`src/bpq_pkg.sv`:
```
// Package with the query table layout, contents and bus constants.
// ********************************************************************
// ********************************************************************
package bpq_pkg;

	// ****************************************************************
	// Bus layout.
	// ****************************************************************
	localparam int ADDR_W = 12;
	localparam int IDX_LSB = 2;
	localparam int IDX_W = 10;
	localparam logic [1:0] RESP_OKAY = 2'h0;
	localparam logic [1:0] RESP_DECERR = 2'h3;

	// ****************************************************************
	// Location indexes; the byte address is four times the index.
	// ****************************************************************
	localparam logic [IDX_W-1:0] IDX_BURST_FIELD_COUNT = 10'h128;
	localparam logic [IDX_W-1:0] IDX_BURST_CONFIG_ONE = 10'h129;
	localparam logic [IDX_W-1:0] IDX_BURST_CONFIG_TWO = 10'h12A;
	localparam logic [IDX_W-1:0] IDX_BURST_CONFIG_THREE = 10'h12B;
	localparam logic [IDX_W-1:0] IDX_BURST_CONFIG_FOUR = 10'h12C;
	localparam logic [IDX_W-1:0] IDX_PARTITION_REGION_COUNT = 10'h12D;
	localparam logic [IDX_W-1:0] IDX_REGION_INFO_SIZE_LO = 10'h12E;
	localparam logic [IDX_W-1:0] IDX_REGION_INFO_SIZE_HI = 10'h12F;
	localparam logic [IDX_W-1:0] IDX_IDENTICAL_PARTITION_LO = 10'h130;
	localparam logic [IDX_W-1:0] IDX_IDENTICAL_PARTITION_HI = 10'h131;
	localparam logic [IDX_W-1:0] IDX_IN_PARTITION_OP_LIMITS = 10'h132;
	localparam logic [IDX_W-1:0] IDX_OPS_DURING_PROGRAM = 10'h133;
	localparam logic [IDX_W-1:0] IDX_OPS_DURING_ERASE = 10'h134;
	localparam logic [IDX_W-1:0] IDX_ERASE_REGION_TYPE_COUNT = 10'h135;
	localparam logic [IDX_W-1:0] IDX_ERASE_TYPE1_BASE = 10'h136;
	localparam logic [IDX_W-1:0] IDX_ERASE_TYPE1_LAST = 10'h139;

	// ****************************************************************
	// Field layout and contents.
	// ****************************************************************
	localparam int CFG_LEN_W = 3;
	localparam int CFG_RSVD_W = 5;
	localparam int NIB_W = 4;
	localparam logic [7:0] VAL_BURST_FIELD_COUNT = 8'h04;
	localparam logic [CFG_LEN_W-1:0] CFG_LEN_FOUR = 3'h1;
	localparam logic [CFG_LEN_W-1:0] CFG_LEN_EIGHT = 3'h2;
	localparam logic [CFG_LEN_W-1:0] CFG_LEN_SIXTEEN = 3'h3;
	localparam logic [CFG_LEN_W-1:0] CFG_LEN_CONTINUOUS = 3'h7;
	localparam logic [7:0] VAL_PARTITION_REGION_COUNT = 8'h01;
	localparam logic [15:0] VAL_REGION_INFO_SIZE = 16'h0010;
	localparam logic [15:0] VAL_IDENTICAL_PARTITION = 16'h0001;
	localparam logic [NIB_W-1:0] VAL_LIMIT_PROG = 4'h1;
	localparam logic [NIB_W-1:0] VAL_LIMIT_ERASE = 4'h1;
	localparam logic [NIB_W-1:0] VAL_DURING_PROG_PROG = 4'h0;
	localparam logic [NIB_W-1:0] VAL_DURING_PROG_ERASE = 4'h0;
	localparam logic [NIB_W-1:0] VAL_DURING_ERASE_PROG = 4'h0;
	localparam logic [NIB_W-1:0] VAL_DURING_ERASE_ERASE = 4'h0;
	localparam logic [7:0] VAL_ERASE_REGION_TYPE_COUNT = 8'h01;
	localparam logic [15:0] VAL_TYPE1_BLOCKS_M1 = 16'h00FF;
	localparam logic [15:0] VAL_TYPE1_SIZE_256 = 16'h0200;

	// ****************************************************************
	// Types.
	// ****************************************************************
	typedef struct packed {
		logic hit;
		logic [7:0] value;
	} bpq_entry_s;

	typedef enum logic [0:0] {
		BPQ_RD_IDLE = 1'b0,
		BPQ_RD_RESP = 1'b1
	} bpq_rd_state_e;

endpackage

```
`src/bpq_table.sv`:
```
// AXI4-Lite read-only slave that serves the burst and partition query table.
//
// The AXI4-Lite slave port was decided locally.
module bpq_table
	import bpq_pkg::*;
(
	input wire logic REF_CLK,
	input wire logic RESETN,
	input wire logic [ADDR_W-1:0] S_AXI_AWADDR,
	input wire logic [2:0] S_AXI_AWPROT,
	input wire logic S_AXI_AWVALID,
	output logic S_AXI_AWREADY,
	input wire logic [31:0] S_AXI_WDATA,
	input wire logic [3:0] S_AXI_WSTRB,
	input wire logic S_AXI_WVALID,
	output logic S_AXI_WREADY,
	output logic [1:0] S_AXI_BRESP,
	output logic S_AXI_BVALID,
	input wire logic S_AXI_BREADY,
	input wire logic [ADDR_W-1:0] S_AXI_ARADDR,
	input wire logic [2:0] S_AXI_ARPROT,
	input wire logic S_AXI_ARVALID,
	output logic S_AXI_ARREADY,
	output logic [31:0] S_AXI_RDATA,
	output logic [1:0] S_AXI_RRESP,
	output logic S_AXI_RVALID,
	input wire logic S_AXI_RREADY
);

	// ****************************************************************
	// Table contents.
	// ****************************************************************
	function automatic logic [7:0] cfg_byte(input logic [CFG_LEN_W-1:0] n);
		cfg_byte = {{CFG_RSVD_W{1'b0}}, n};
	endfunction

	function automatic bpq_entry_s lookup(input logic [IDX_W-1:0] idx);
		lookup.hit = 1'b1;
		unique case (idx)
			IDX_BURST_FIELD_COUNT: lookup.value = VAL_BURST_FIELD_COUNT;
			IDX_BURST_CONFIG_ONE: lookup.value = cfg_byte(CFG_LEN_FOUR);
			IDX_BURST_CONFIG_TWO: lookup.value = cfg_byte(CFG_LEN_EIGHT);
			IDX_BURST_CONFIG_THREE: lookup.value = cfg_byte(CFG_LEN_SIXTEEN);
			IDX_BURST_CONFIG_FOUR: lookup.value = cfg_byte(CFG_LEN_CONTINUOUS);
			IDX_PARTITION_REGION_COUNT: lookup.value = VAL_PARTITION_REGION_COUNT;
			IDX_REGION_INFO_SIZE_LO: lookup.value = VAL_REGION_INFO_SIZE[7:0];
			IDX_REGION_INFO_SIZE_HI: lookup.value = VAL_REGION_INFO_SIZE[15:8];
			IDX_IDENTICAL_PARTITION_LO: lookup.value = VAL_IDENTICAL_PARTITION[7:0];
			IDX_IDENTICAL_PARTITION_HI: lookup.value = VAL_IDENTICAL_PARTITION[15:8];
			IDX_IN_PARTITION_OP_LIMITS: lookup.value = {VAL_LIMIT_ERASE, VAL_LIMIT_PROG};
			IDX_OPS_DURING_PROGRAM: lookup.value = {VAL_DURING_PROG_ERASE, VAL_DURING_PROG_PROG};
			IDX_OPS_DURING_ERASE: lookup.value = {VAL_DURING_ERASE_ERASE, VAL_DURING_ERASE_PROG};
			IDX_ERASE_REGION_TYPE_COUNT: lookup.value = VAL_ERASE_REGION_TYPE_COUNT;
			IDX_ERASE_TYPE1_BASE: lookup.value = VAL_TYPE1_BLOCKS_M1[7:0];
			IDX_ERASE_TYPE1_BASE + 10'h001: lookup.value = VAL_TYPE1_BLOCKS_M1[15:8];
			IDX_ERASE_TYPE1_BASE + 10'h002: lookup.value = VAL_TYPE1_SIZE_256[7:0];
			IDX_ERASE_TYPE1_LAST: lookup.value = VAL_TYPE1_SIZE_256[15:8];
			default: begin
				lookup.hit = 1'b0;
				lookup.value = 8'h00;
			end
		endcase
	endfunction

	// ****************************************************************
	// Read channel.
	// ****************************************************************
	bpq_rd_state_e rd_state_reg;
	bpq_rd_state_e rd_state_next;
	logic arready_reg;
	logic arready_next;
	logic [31:0] rdata_reg;
	logic [31:0] rdata_next;
	logic [1:0] rresp_reg;
	logic [1:0] rresp_next;
	logic [IDX_W-1:0] rd_idx_reg;
	logic [IDX_W-1:0] rd_idx_next;
	bpq_entry_s rd_entry;

	always_comb begin
		rd_state_next = rd_state_reg;
		rdata_next = rdata_reg;
		rresp_next = rresp_reg;
		rd_idx_next = rd_idx_reg;
		rd_entry = lookup(S_AXI_ARADDR[IDX_LSB +: IDX_W]);
		unique case (rd_state_reg)
			BPQ_RD_IDLE: begin
				if (S_AXI_ARVALID && arready_reg) begin
					rd_state_next = BPQ_RD_RESP;
					rd_idx_next = S_AXI_ARADDR[IDX_LSB +: IDX_W];
					rdata_next = {24'h000000, rd_entry.value};
					rresp_next = rd_entry.hit ? RESP_OKAY : RESP_DECERR;
				end
			end
			BPQ_RD_RESP: begin
				if (S_AXI_RREADY) begin
					rd_state_next = BPQ_RD_IDLE;
				end
			end
		endcase
		arready_next = (rd_state_next == BPQ_RD_IDLE);
	end

	always_ff @(posedge REF_CLK or negedge RESETN) begin
		if (!RESETN) begin
			rd_state_reg <= BPQ_RD_IDLE;
			arready_reg <= 1'b0;
			rdata_reg <= 32'h00000000;
			rresp_reg <= RESP_OKAY;
			rd_idx_reg <= 10'h000;
		end else begin
			rd_state_reg <= rd_state_next;
			arready_reg <= arready_next;
			rdata_reg <= rdata_next;
			rresp_reg <= rresp_next;
			rd_idx_reg <= rd_idx_next;
		end
	end

	// ****************************************************************
	// Write channel; data is discarded and only a response is given.
	// ****************************************************************
	logic aw_got_reg;
	logic aw_got_next;
	logic w_got_reg;
	logic w_got_next;
	logic awready_reg;
	logic awready_next;
	logic wready_reg;
	logic wready_next;
	logic bvalid_reg;
	logic bvalid_next;
	logic [1:0] bresp_reg;
	logic [1:0] bresp_next;
	logic [IDX_W-1:0] wr_idx_reg;
	logic [IDX_W-1:0] wr_idx_next;
	bpq_entry_s wr_entry;

	always_comb begin
		wr_entry = lookup(wr_idx_reg);
		aw_got_next = aw_got_reg;
		w_got_next = w_got_reg;
		bvalid_next = bvalid_reg;
		bresp_next = bresp_reg;
		wr_idx_next = wr_idx_reg;
		if (S_AXI_AWVALID && awready_reg) begin
			aw_got_next = 1'b1;
			wr_idx_next = S_AXI_AWADDR[IDX_LSB +: IDX_W];
		end
		if (S_AXI_WVALID && wready_reg) begin
			w_got_next = 1'b1;
		end
		if (bvalid_reg) begin
			if (S_AXI_BREADY) begin
				bvalid_next = 1'b0;
			end
		end else if (aw_got_reg && w_got_reg) begin
			aw_got_next = 1'b0;
			w_got_next = 1'b0;
			bvalid_next = 1'b1;
			bresp_next = wr_entry.hit ? RESP_OKAY : RESP_DECERR;
		end
		awready_next = !aw_got_next && !bvalid_next;
		wready_next = !w_got_next && !bvalid_next;
	end

	always_ff @(posedge REF_CLK or negedge RESETN) begin
		if (!RESETN) begin
			aw_got_reg <= 1'b0;
			w_got_reg <= 1'b0;
			awready_reg <= 1'b0;
			wready_reg <= 1'b0;
			bvalid_reg <= 1'b0;
			bresp_reg <= RESP_OKAY;
			wr_idx_reg <= 10'h000;
		end else begin
			aw_got_reg <= aw_got_next;
			w_got_reg <= w_got_next;
			awready_reg <= awready_next;
			wready_reg <= wready_next;
			bvalid_reg <= bvalid_next;
			bresp_reg <= bresp_next;
			wr_idx_reg <= wr_idx_next;
		end
	end

	assign S_AXI_ARREADY = arready_reg;
	assign S_AXI_RVALID = (rd_state_reg == BPQ_RD_RESP);
	assign S_AXI_RDATA = rdata_reg;
	assign S_AXI_RRESP = rresp_reg;
	assign S_AXI_AWREADY = awready_reg;
	assign S_AXI_WREADY = wready_reg;
	assign S_AXI_BVALID = bvalid_reg;
	assign S_AXI_BRESP = bresp_reg;
endmodule

```
`config.mk`:
```
export PLATFORM = sky130hd
export DESIGN_NAME = bpq_table
export DESIGN_NICKNAME = d
export VERILOG_FILES = /design/src/bpq_pkg.sv /design/src/bpq_table.sv
export SDC_FILE = /design/constraint.sdc
export NUM_CORES = 1
export LEC_CHECK = 0
export BUFFER_PORTS_ARGS = -buffer_cell sky130_fd_sc_hd__buf_2
export CORE_ASPECT_RATIO = 2
export CORE_MARGIN = 2
export CORE_UTILIZATION = 30
export CTS_CLUSTER_DIAMETER = 40
export DETAILED_ROUTE_END_ITERATION = 12
export PLACE_DENSITY = 0.63
export SYNTH_ARGS = -nofsm -noshare
export SYNTH_HDL_FRONTEND = slang
export SYNTH_SLANG_ARGS = --single-unit
```
`constraint.sdc`:
```
create_clock -name REF_CLK -period 3.4 [get_ports REF_CLK]
set_clock_uncertainty 0.05 [all_clocks]
set_input_delay 0.34 -clock REF_CLK [delete_from_list [all_inputs] [get_ports REF_CLK]]
set_output_delay 0.34 -clock REF_CLK [all_outputs]
set_load 0.05 [all_outputs]
```
==> results of run 1 <==
==> cells in the mapped netlist <==
cell        n  area (um^2)
a2111oi_1   1        10.01
a21o_1      1        7.510
a21oi_1     1        5.000
a221oi_1    1        8.760
a22o_1      1        8.760
a32oi_1     1        8.760
and2_1      1        6.260
and2b_1     1        7.510
buf_2       1        5.000
buf_4      29        217.7
clkbuf_1    1        3.750
conb_1      1        3.750
dfrtp_1    23        575.6
inv_1       6        22.52
mux2_2     10        112.6
nand2_1     8        30.03
nand2_2     1        6.260
nand3_1     3        15.01
nand3b_1    1        7.510
nor2_1      3        11.26
nor2b_1     1        6.260
nor2b_2     1        8.760
nor3_1      1        5.000
nor3b_1     2        15.01
nor4b_1     1        8.760
nor4b_4     1        23.77
o211ai_1    2        15.01
o21a_1      1        7.510
o21ai_0     9        45.04
o31ai_1     3        22.52
o41ai_2     1        16.27
or2_1       1        6.260
or3b_2      1        8.760
==> logic make-up (layout without fill, tap and decap cells) <==
logic type,Yosys count,after routing
other,1,24
buffers and inverters,37,52
flip-flops,23,23
multiplexers,10,10
AO/OA/AOI/OAI,22,22
AND/OR/NAND/NOR,27,27
==> worst max-delay path: stages, from the launching register on <==
cell and delay, ns:
dfrtp_1 0.38, inv_1 0.06, nand3_1 0.34, a2111oi_1 0.46, a21o_1 0.12
==> final timing paths <==
path                       slack (ns)              to  cells after the start
setup / recovery                 1.93  S_AXI_RDATA[2]                      4
hold / removal                  0.001       w_got_reg                      1
setup reg to reg                 1.93  S_AXI_RDATA[2]                      4
hold reg to reg                  0.42  S_AXI_RDATA[1]                      2
max in group asynchronous        2.95   wr_idx_reg[4]                      1
min in group REF_CLK             0.23    S_AXI_BVALID                      2
==> cell type report <==
class | instances | share of cell area (%)
clock buffer | 4 | 3.122
inverter | 6 | 1.561
multi-input combinational | 83 | 36.34
sequential | 23 | 39.90
tap | 52 | 4.510
timing repair buffer | 42 | 14.57
==> power by group <==
group / total (mW) / internal (mW) / switching, mW / leakage (nW)
Sequential: 0.438 / 0.379 / 0.0589 / 0.283
Combinational: 0.490 / 0.141 / 0.349 / 0.423
Clock: 0.159 / 0.0832 / 0.0753 / 0.0228
==> routing by layer <==
metal  share of wire [%]  GRT usage (%)
met1                  36          8.725
met2                  55          18.44
met3                 7.3          1.087
met4                 1.2          4.861
met5                   0              0
==> run metrics, run 1 <==
number of post-CTS setup repair buffers 0; final period utilization 43.13%; combinational family with the most area after synthesis buffers and inverters; H-Tree Depth 1; DR vias 897; post-layout min period 1.466 ns; post-synthesis compound-gate area fraction 12.29%; Residual DRC 0; hold_buf cts 0; Synth warnings 0; Cell Rows 33; Worst Setup End Kind register; post-synthesis simple-gate area fraction 13.18%; hold crit path type in2async; Filler cells 450; XOR/XNOR Fraction of Synth Area 0%; Synth-to-Final Area Change 14.27%; Die W 49.87 um; post-detail-place hpwl 1824 um; fmax 682.0 MHz; Seq. cell area 575.6 um^2; detailed-router iteration count before antenna repair 3; Power Density 753.2 nW/um^2; core area 4088 um^2; DRT iter0 DRCs 14; commonest cells after routing, fill and taps aside buf_2, conb_1, dfrtp_1; root buffer cell clkbuf_8; PnR worst setup slack 1.934 ns; Multi-input gate area 524.3 um^2; Num CTS Buffers 3; routed length per instance 10.30 um; Synth Area in Adders 0%; vias in the first global route 810; hold_ws 0.001023 ns; Critical Path Source S_AXI_RVALID; Arr. time, crit path 1.61 ns; largest net degree at the start of global routing 24; Leakage 0.7293 nW; status finished clean; Worst Setup Start Kind register; Avg Cell Area, Syn 10.52 um^2; Placer Congestion 0.8083; Port Buffers 42; Cells after Synth 120; type of the worst setup path reg2reg; ratio of cells with drive above 1 in the final layout 37.97%; post-synthesis mux area share 8.920%; total of max-cap violations 0; post-route cell area 1443 um^2; final-report setup violation count 0; grt ovf 0; max FFs per register 9; placed cells 206; # diodes 0; r2r startpoint S_AXI_RVALID; Longest Clk Path Bufs 2; Setup Slack @ Placement 1.863 ns; VDD IR-drop max 293.3 uV; gr usage total 9.188%; Finished Layout Cells 210; die height 95.74 um; mean number of vias per cell 4.271; final hold vios 0; synthesized area 1262 um^2; Tightest Pin Transition 0.5145 ns; TritonCTS Sinks 23; commonest non-fill, non-tap cell in the layout buf_2; Clock transition at path regs 0.07 ns; post-CTS sizing 0; antenna violations before repair 0; Req. time, crit path 3.55 ns; Slew HR 65.70%; global-route wire length before repair 3374 um; Setup TNS 0 ns; placed cell area 1398 um^2; Synth cell types 33; CTS tree yes; sequential fraction of the synthesis area 45.59%; RSZ-0062 raised after global routing no; Final ANT Viol Nets 0; Routed WL 2162 um; io pins 114; synthesized flop and latch total 23; Starting Density 30.88%; Final Net Count 232; Total Power 1.087 mW; clock latency on the worst-skew pair 0.25 ns; Die ar. 4775 um^2; max-slew violations 0; CP max FO 13; post-layout util 35.29%
(Power assumes the default switching activity.)
==> run 2, diff against run 1 <==
==> constraint.sdc (replaced) <==
create_clock -name REF_CLK -period 1.45 [get_ports REF_CLK]
set_clock_uncertainty 0.05 [all_clocks]
set_input_delay 0.145 -clock REF_CLK [delete_from_list [all_inputs] [get_ports REF_CLK]]
set_output_delay 0.145 -clock REF_CLK [all_outputs]
set_load 0.05 [all_outputs]
==> run 2 against run 1 <==
Worst hold slack improved by 0.027 ns. Register-to-register slack got worse by 1.9 ns. Clock-buffer cell count did not move. Via count is 1.1% higher. Clock power increased by 140%.
==> run metrics, run 2 (synthesis gave the netlist of run 1 again) <==
commonest non-fill, non-tap cell in the layout buf_2 (unchanged); final-report setup violation count 0 (unchanged); Routed WL 2298 um (was 2162 um); number of post-CTS setup repair buffers 0 (unchanged); Die W 49.87 um (unchanged); CTS tree yes (unchanged); DR vias 907 (was 897); Starting Density 30.88% (unchanged); r2r startpoint wr_idx_reg[6] (was S_AXI_RVALID); commonest cells after routing, fill and taps aside buf_2, conb_1, dfrtp_1 (unchanged); die height 95.74 um (unchanged); antenna violations before repair 0 (unchanged); Tightest Pin Transition 0.5056 ns (was 0.5145 ns); Worst path max stage delay 0.48 ns (was 0.46 ns); DRT iter0 DRCs 6 (was 14); WL met2 1277 um (was 1193 um); Synth-to-Final Area Change 16.95% (was 14.27%); post-detail-place hpwl 1919 um (was 1824 um); global-route wire length before repair 3318 um (was 3374 um); post-layout util 36.12% (was 35.29%); gr usage total 9.209% (was 9.188%); largest net degree at the start of global routing 24 (unchanged); placed cells 208 (was 206); r2r setup slk 0.07 ns (was 1.93 ns); Hold Path Stages 2; TritonCTS Sinks 23 (unchanged); Final Net Count 235 (was 232); worst path cell trace or3b_2 -> nor4b_2 -> o21ai_0 (was inv_1 -> nand3_1 -> a2111oi_1 -> a21o_1); Clock transition at path regs 0.07 ns (about the same); vias in the first global route 776 (was 810); VDD IR-drop max 828.5 uV (was 293.3 uV); Top Metal Used met4 (unchanged); CP bufs+invs 0 (was 1); ratio of cells with drive above 1 in the final layout 40.37% (was 37.97%); root buffer cell clkbuf_8 (unchanged); path depth of the worst reg2reg path 3 (was 4); grt ovf 0 (unchanged); Port Buffers 42 (unchanged); max FFs per register 9 (unchanged); Longest Clk Path Bufs 2 (unchanged); Residual DRC 0 (unchanged); io pins 114 (unchanged); Filler cells 423 (was 450); final hold vios 0 (unchanged); detailed-router iteration count before antenna repair 4 (was 3); fmax 725.6 MHz (was 682.0 MHz); Top delay family on crit path simple AND/OR/NAND/NOR gates (was compound AO/OA/AOI/OAI gates); status finished clean (unchanged); total of max-cap violations 0 (unchanged); slowest CP cell or3b_2 (was a2111oi_1); met3 wire length 192 um (was 158 um); max-slew violations 0 (unchanged); Total Power 2.610 mW (was 1.087 mW); Worst Setup End Kind register (unchanged); Final ANT Viol Nets 0 (unchanged); Slew HR 66.29% (was 65.70%); Leakage 0.7411 nW (was 0.7293 nW); routed length per instance 10.79 um (was 10.30 um); Req. time, crit path 1.54 ns (was 3.55 ns); Arr. time, crit path 1.47 ns (was 1.61 ns); clock latency on the worst-skew pair 0.26 ns (was 0.25 ns); hold crit path type in2reg (was in2async); mean number of vias per cell 4.258 (was 4.271); Placer Congestion 0.7733 (was 0.8083); Die ar. 4775 um^2 (unchanged); # diodes 0 (unchanged); CP max FO 2 (was 13); Finished Layout Cells 213 (was 210); core area 4088 um^2 (unchanged); hold path start S_AXI_BREADY; type of the worst setup path reg2reg (unchanged); RSZ-0062 raised after global routing no (unchanged); Num CTS Buffers 3 (unchanged); Power Density 1768 nW/um^2 (was 753.2 nW/um^2); H-Tree Depth 1 (unchanged); Worst Setup Start Kind register (unchanged); Cell Rows 33 (unchanged); hold endpoint S_AXI_BVALID; wire length on met1 800 um (was 785 um); post-layout min period 1.378 ns (was 1.466 ns); final period utilization 95.04% (was 43.13%); RR Endpoint S_AXI_BRESP[0] (was S_AXI_RDATA[2])
run 2: cell types whose count changed in the layout (fill, tap and decap cells not counted), sizes merged:
cell and change:
dlygate4sd3 +1, buf +2
run 2: power by group:
group / internal [mW] / switching (mW)
clock network: 0.195 / 0.181
logic: 0.355 / 0.837
registers: 0.894 / 0.148
total: 1.44 / 1.17
run 2: layout make-up:
class / count / area (um^2) / share of cell area [%]
clock buffers: 4 / 45.04 / 3.051
inverters: 6 / 22.52 / 1.525
well taps: 52 / 65.06 / 4.407
repair buffers: 45 / 235.2 / 15.93
flip-flops and latches: 23 / 578.1 / 39.15
multi-input cells: 83 / 530.5 / 35.93
run 2: worst max path at each step:
stage	startpoint	slack [ns]	to	depth (start not counted)
after global routing	wr_idx_reg[6]	0.02	S_AXI_BRESP[0]	3
final	wr_idx_reg[6]	0.07	S_AXI_BRESP[0]	3
after detailed placement	wr_idx_reg[6]	-0.01	S_AXI_BRESP[0]	3
after global placement	wr_idx_reg[6]	-0.01	S_AXI_BRESP[0]	3
after floorplan	S_AXI_ARREADY	0.02	S_AXI_RDATA[1]	3
after CTS	wr_idx_reg[6]	0.04	S_AXI_BRESP[0]	3
run 2: stage by stage:
step	cell area (um^2)	hold WS, ns	TNS, ns	worst slack [ns]
floorplan	1351	-0.2006	0	0.02384
global placement	1415	0.09909	-0.01277	-0.01277
detailed placement	1415	0.09000	-0.01397	-0.01397
CTS	1476	0.02007	0	0.03618
global route	1476	0.03842	0	0.02378
finish	1476	0.02753	0	0.07191
run 2: worst reg2reg max path, cell delays in order, from the launching register on:
cell and delay [ns]:
dfrtp_1 0.38, or3b_2 0.48, nor4b_2 0.24, o21ai_0 0.11
run 2: timing repair:
action                                  CTS  global route
hold buffers                              1             0
endpoints found under the setup margin    1             0
hold endpoints to repair                 23             0
resized for setup                         1             0
run 2: layer usage:
layer	GRT usage, %	vias to the layer above
li1	-	438
met1	8.193	419
met2	18.11	48
met3	2.019	2
met4	5.556	0
met5	0	-
==> run 3, diff against run 2 <==
--- a/config.mk
+++ b/config.mk
@@ -11,7 +11,7 @@
 export CORE_UTILIZATION = 30
 export CTS_CLUSTER_DIAMETER = 40
 export DETAILED_ROUTE_END_ITERATION = 12
-export PLACE_DENSITY = 0.63
+export PLACE_DENSITY = 0.67
 export SYNTH_ARGS = -nofsm -noshare
 export SYNTH_HDL_FRONTEND = slang
 export SYNTH_SLANG_ARGS = --single-unit
==> run 3 against run 2 <==
Combinational power is essentially flat. Non-clock buffer count unchanged. Final cell count did not move. Design area is the same. Critical path depth is 1 lower. Sequential share of layout area unchanged. Maximum frequency up 3.2%.
==> run metrics, run 3 (synthesis gave the netlist of run 1 again) <==
commonest non-fill, non-tap cell in the layout buf_2 (unchanged); io pins 114 (unchanged); Clock transition at path regs 0.07 ns (about the same); detailed-router iteration count before antenna repair 4 (unchanged); Die W 49.87 um (unchanged); Setup TNS 0 ns (unchanged); VDD IR-drop max 699.0 uV (was 828.5 uV); Cell Rows 33 (unchanged); type of the worst setup path reg2reg (unchanged); Synth-to-Final Area Change 16.95% (unchanged); antenna violations before repair 0 (unchanged); final-report setup violation count 0 (unchanged); routed length per instance 10.82 um (was 10.79 um); Residual DRC 0 (unchanged); Placer Congestion 0.7624 (was 0.7733); Starting Density 30.88% (unchanged); max FFs per register 9 (unchanged); H-Tree Depth 1 (unchanged); DRT iter0 DRCs 14 (was 6); RSZ-0062 raised after global routing no (unchanged); Port Buffers 42 (unchanged); hold crit path type in2reg (unchanged); DR vias 900 (was 907); Num CTS Buffers 3 (unchanged); Finished Layout Cells 213 (unchanged); Arr. time, crit path 1.43 ns (was 1.47 ns); final period utilization 92.07% (was 95.04%); post-layout min period 1.335 ns (was 1.378 ns); Leakage 0.7411 nW (unchanged); gr usage total 10.05% (was 9.209%); final hold vios 0 (unchanged); global-route wire length before repair 3650 um (was 3318 um); vias in the first global route 859 (was 776); clock latency on the worst-skew pair 0.25 ns (was 0.26 ns); TritonCTS Sinks 23 (unchanged); placed cells 208 (unchanged); mean number of vias per cell 4.225 (was 4.258); grt ovf 0 (unchanged); Filler cells 438 (was 423); max-slew violations 0 (unchanged); root buffer cell clkbuf_8 (unchanged); core area 4088 um^2 (unchanged); Final Net Count 235 (unchanged); Die ar. 4775 um^2 (unchanged); Worst Setup End Kind register (unchanged); Routed WL 2304 um (was 2298 um); CTS tree yes (unchanged); total of max-cap violations 0 (unchanged); Longest Clk Path Bufs 2 (unchanged); Worst Setup Start Kind register (unchanged); die height 95.74 um (unchanged); CP max FO 11 (was 2); Final ANT Viol Nets 0 (unchanged); largest net degree at the start of global routing 24 (unchanged); number of post-CTS setup repair buffers 0 (unchanged); status finished clean (unchanged); ratio of cells with drive above 1 in the final layout 40.37% (unchanged); commonest cells after routing, fill and taps aside buf_2, conb_1, dfrtp_1 (unchanged); Power Density 1766 nW/um^2 (was 1768 nW/um^2); fmax 749.1 MHz (was 725.6 MHz); Req. time, crit path 1.54 ns (about the same); # diodes 0 (unchanged); post-detail-place hpwl 1938 um (was 1919 um)
run 3: cell counts in the layout (fill, tap and decap cells not counted):
Identical to the previous run, type by type.
run 3: worst paths after layout:
path,from,endpoint,slack (ns),cells past startpoint
min,S_AXI_RREADY,S_AXI_RVALID,0.04,2
max reg2reg,S_AXI_AWREADY,wr_idx_reg[1],0.11,2
min reg2reg,S_AXI_RDATA[2],S_AXI_RDATA[2],0.43,1
min in group asynchronous,RESETN,S_AXI_RRESP[0],0.33,2
max,S_AXI_AWREADY,wr_idx_reg[1],0.11,2
max in group asynchronous,RESETN,S_AXI_RVALID,0.65,2
run 3: report_power, final:
group	switching (mW)	internal, mW
logic	0.841	0.355
clock network	0.180	0.195
registers	0.142	0.894
run 3: through the flow:
stage                     power (mW)  area (um^2)  utilization, %  setup slack (ns)  hold WS (ns)
final                          2.608         1476           36.12            0.1150       0.03947
after CTS                      2.635         1470           35.97           0.03627       0.01964
after floorplan                2.046         1351               -           0.02384       -0.2006
after global routing           2.765         1476           36.12           0.03163       0.03434
after global placement         2.215         1415           34.62           0.06991       0.09022
after detailed placement       2.244         1415           34.62           0.05374       0.09436
run 3: area by class of cell:
cell class | count | area (um^2) | share of cell area [%]
Multi-Input combinational cell | 83 | 530.5 | 35.93
Inverter | 6 | 22.52 | 1.525
Clock buffer | 4 | 45.04 | 3.051
Sequential cell | 23 | 578.1 | 39.15
Tap cell | 52 | 65.06 | 4.407
Timing Repair Buffer | 45 | 235.2 | 15.93
run 3: metal layers:
| metal | part of all wire, % | global-route usage, % |
|---|---|---|
| met1 | 34 | 9.557 |
| met5 | 0 | 0 |
| met2 | 57 | 19.56 |
| met4 | 2.1 | 6.944 |
| met3 | 6.2 | 0.9317 |
run 3: what timing repair did:
item | in CTS | in global routing
hold buffers | 1 | 0
endpoints found under the hold margin | 23 | 0
resized for setup | 0 | 1
setup endpoints to repair | 0 | 1
run 3: worst max-delay path: stages, from the launching register on:
cell	delay (ns)
dfrtp_2	0.35
and2_1	0.42
mux2_2	0.40
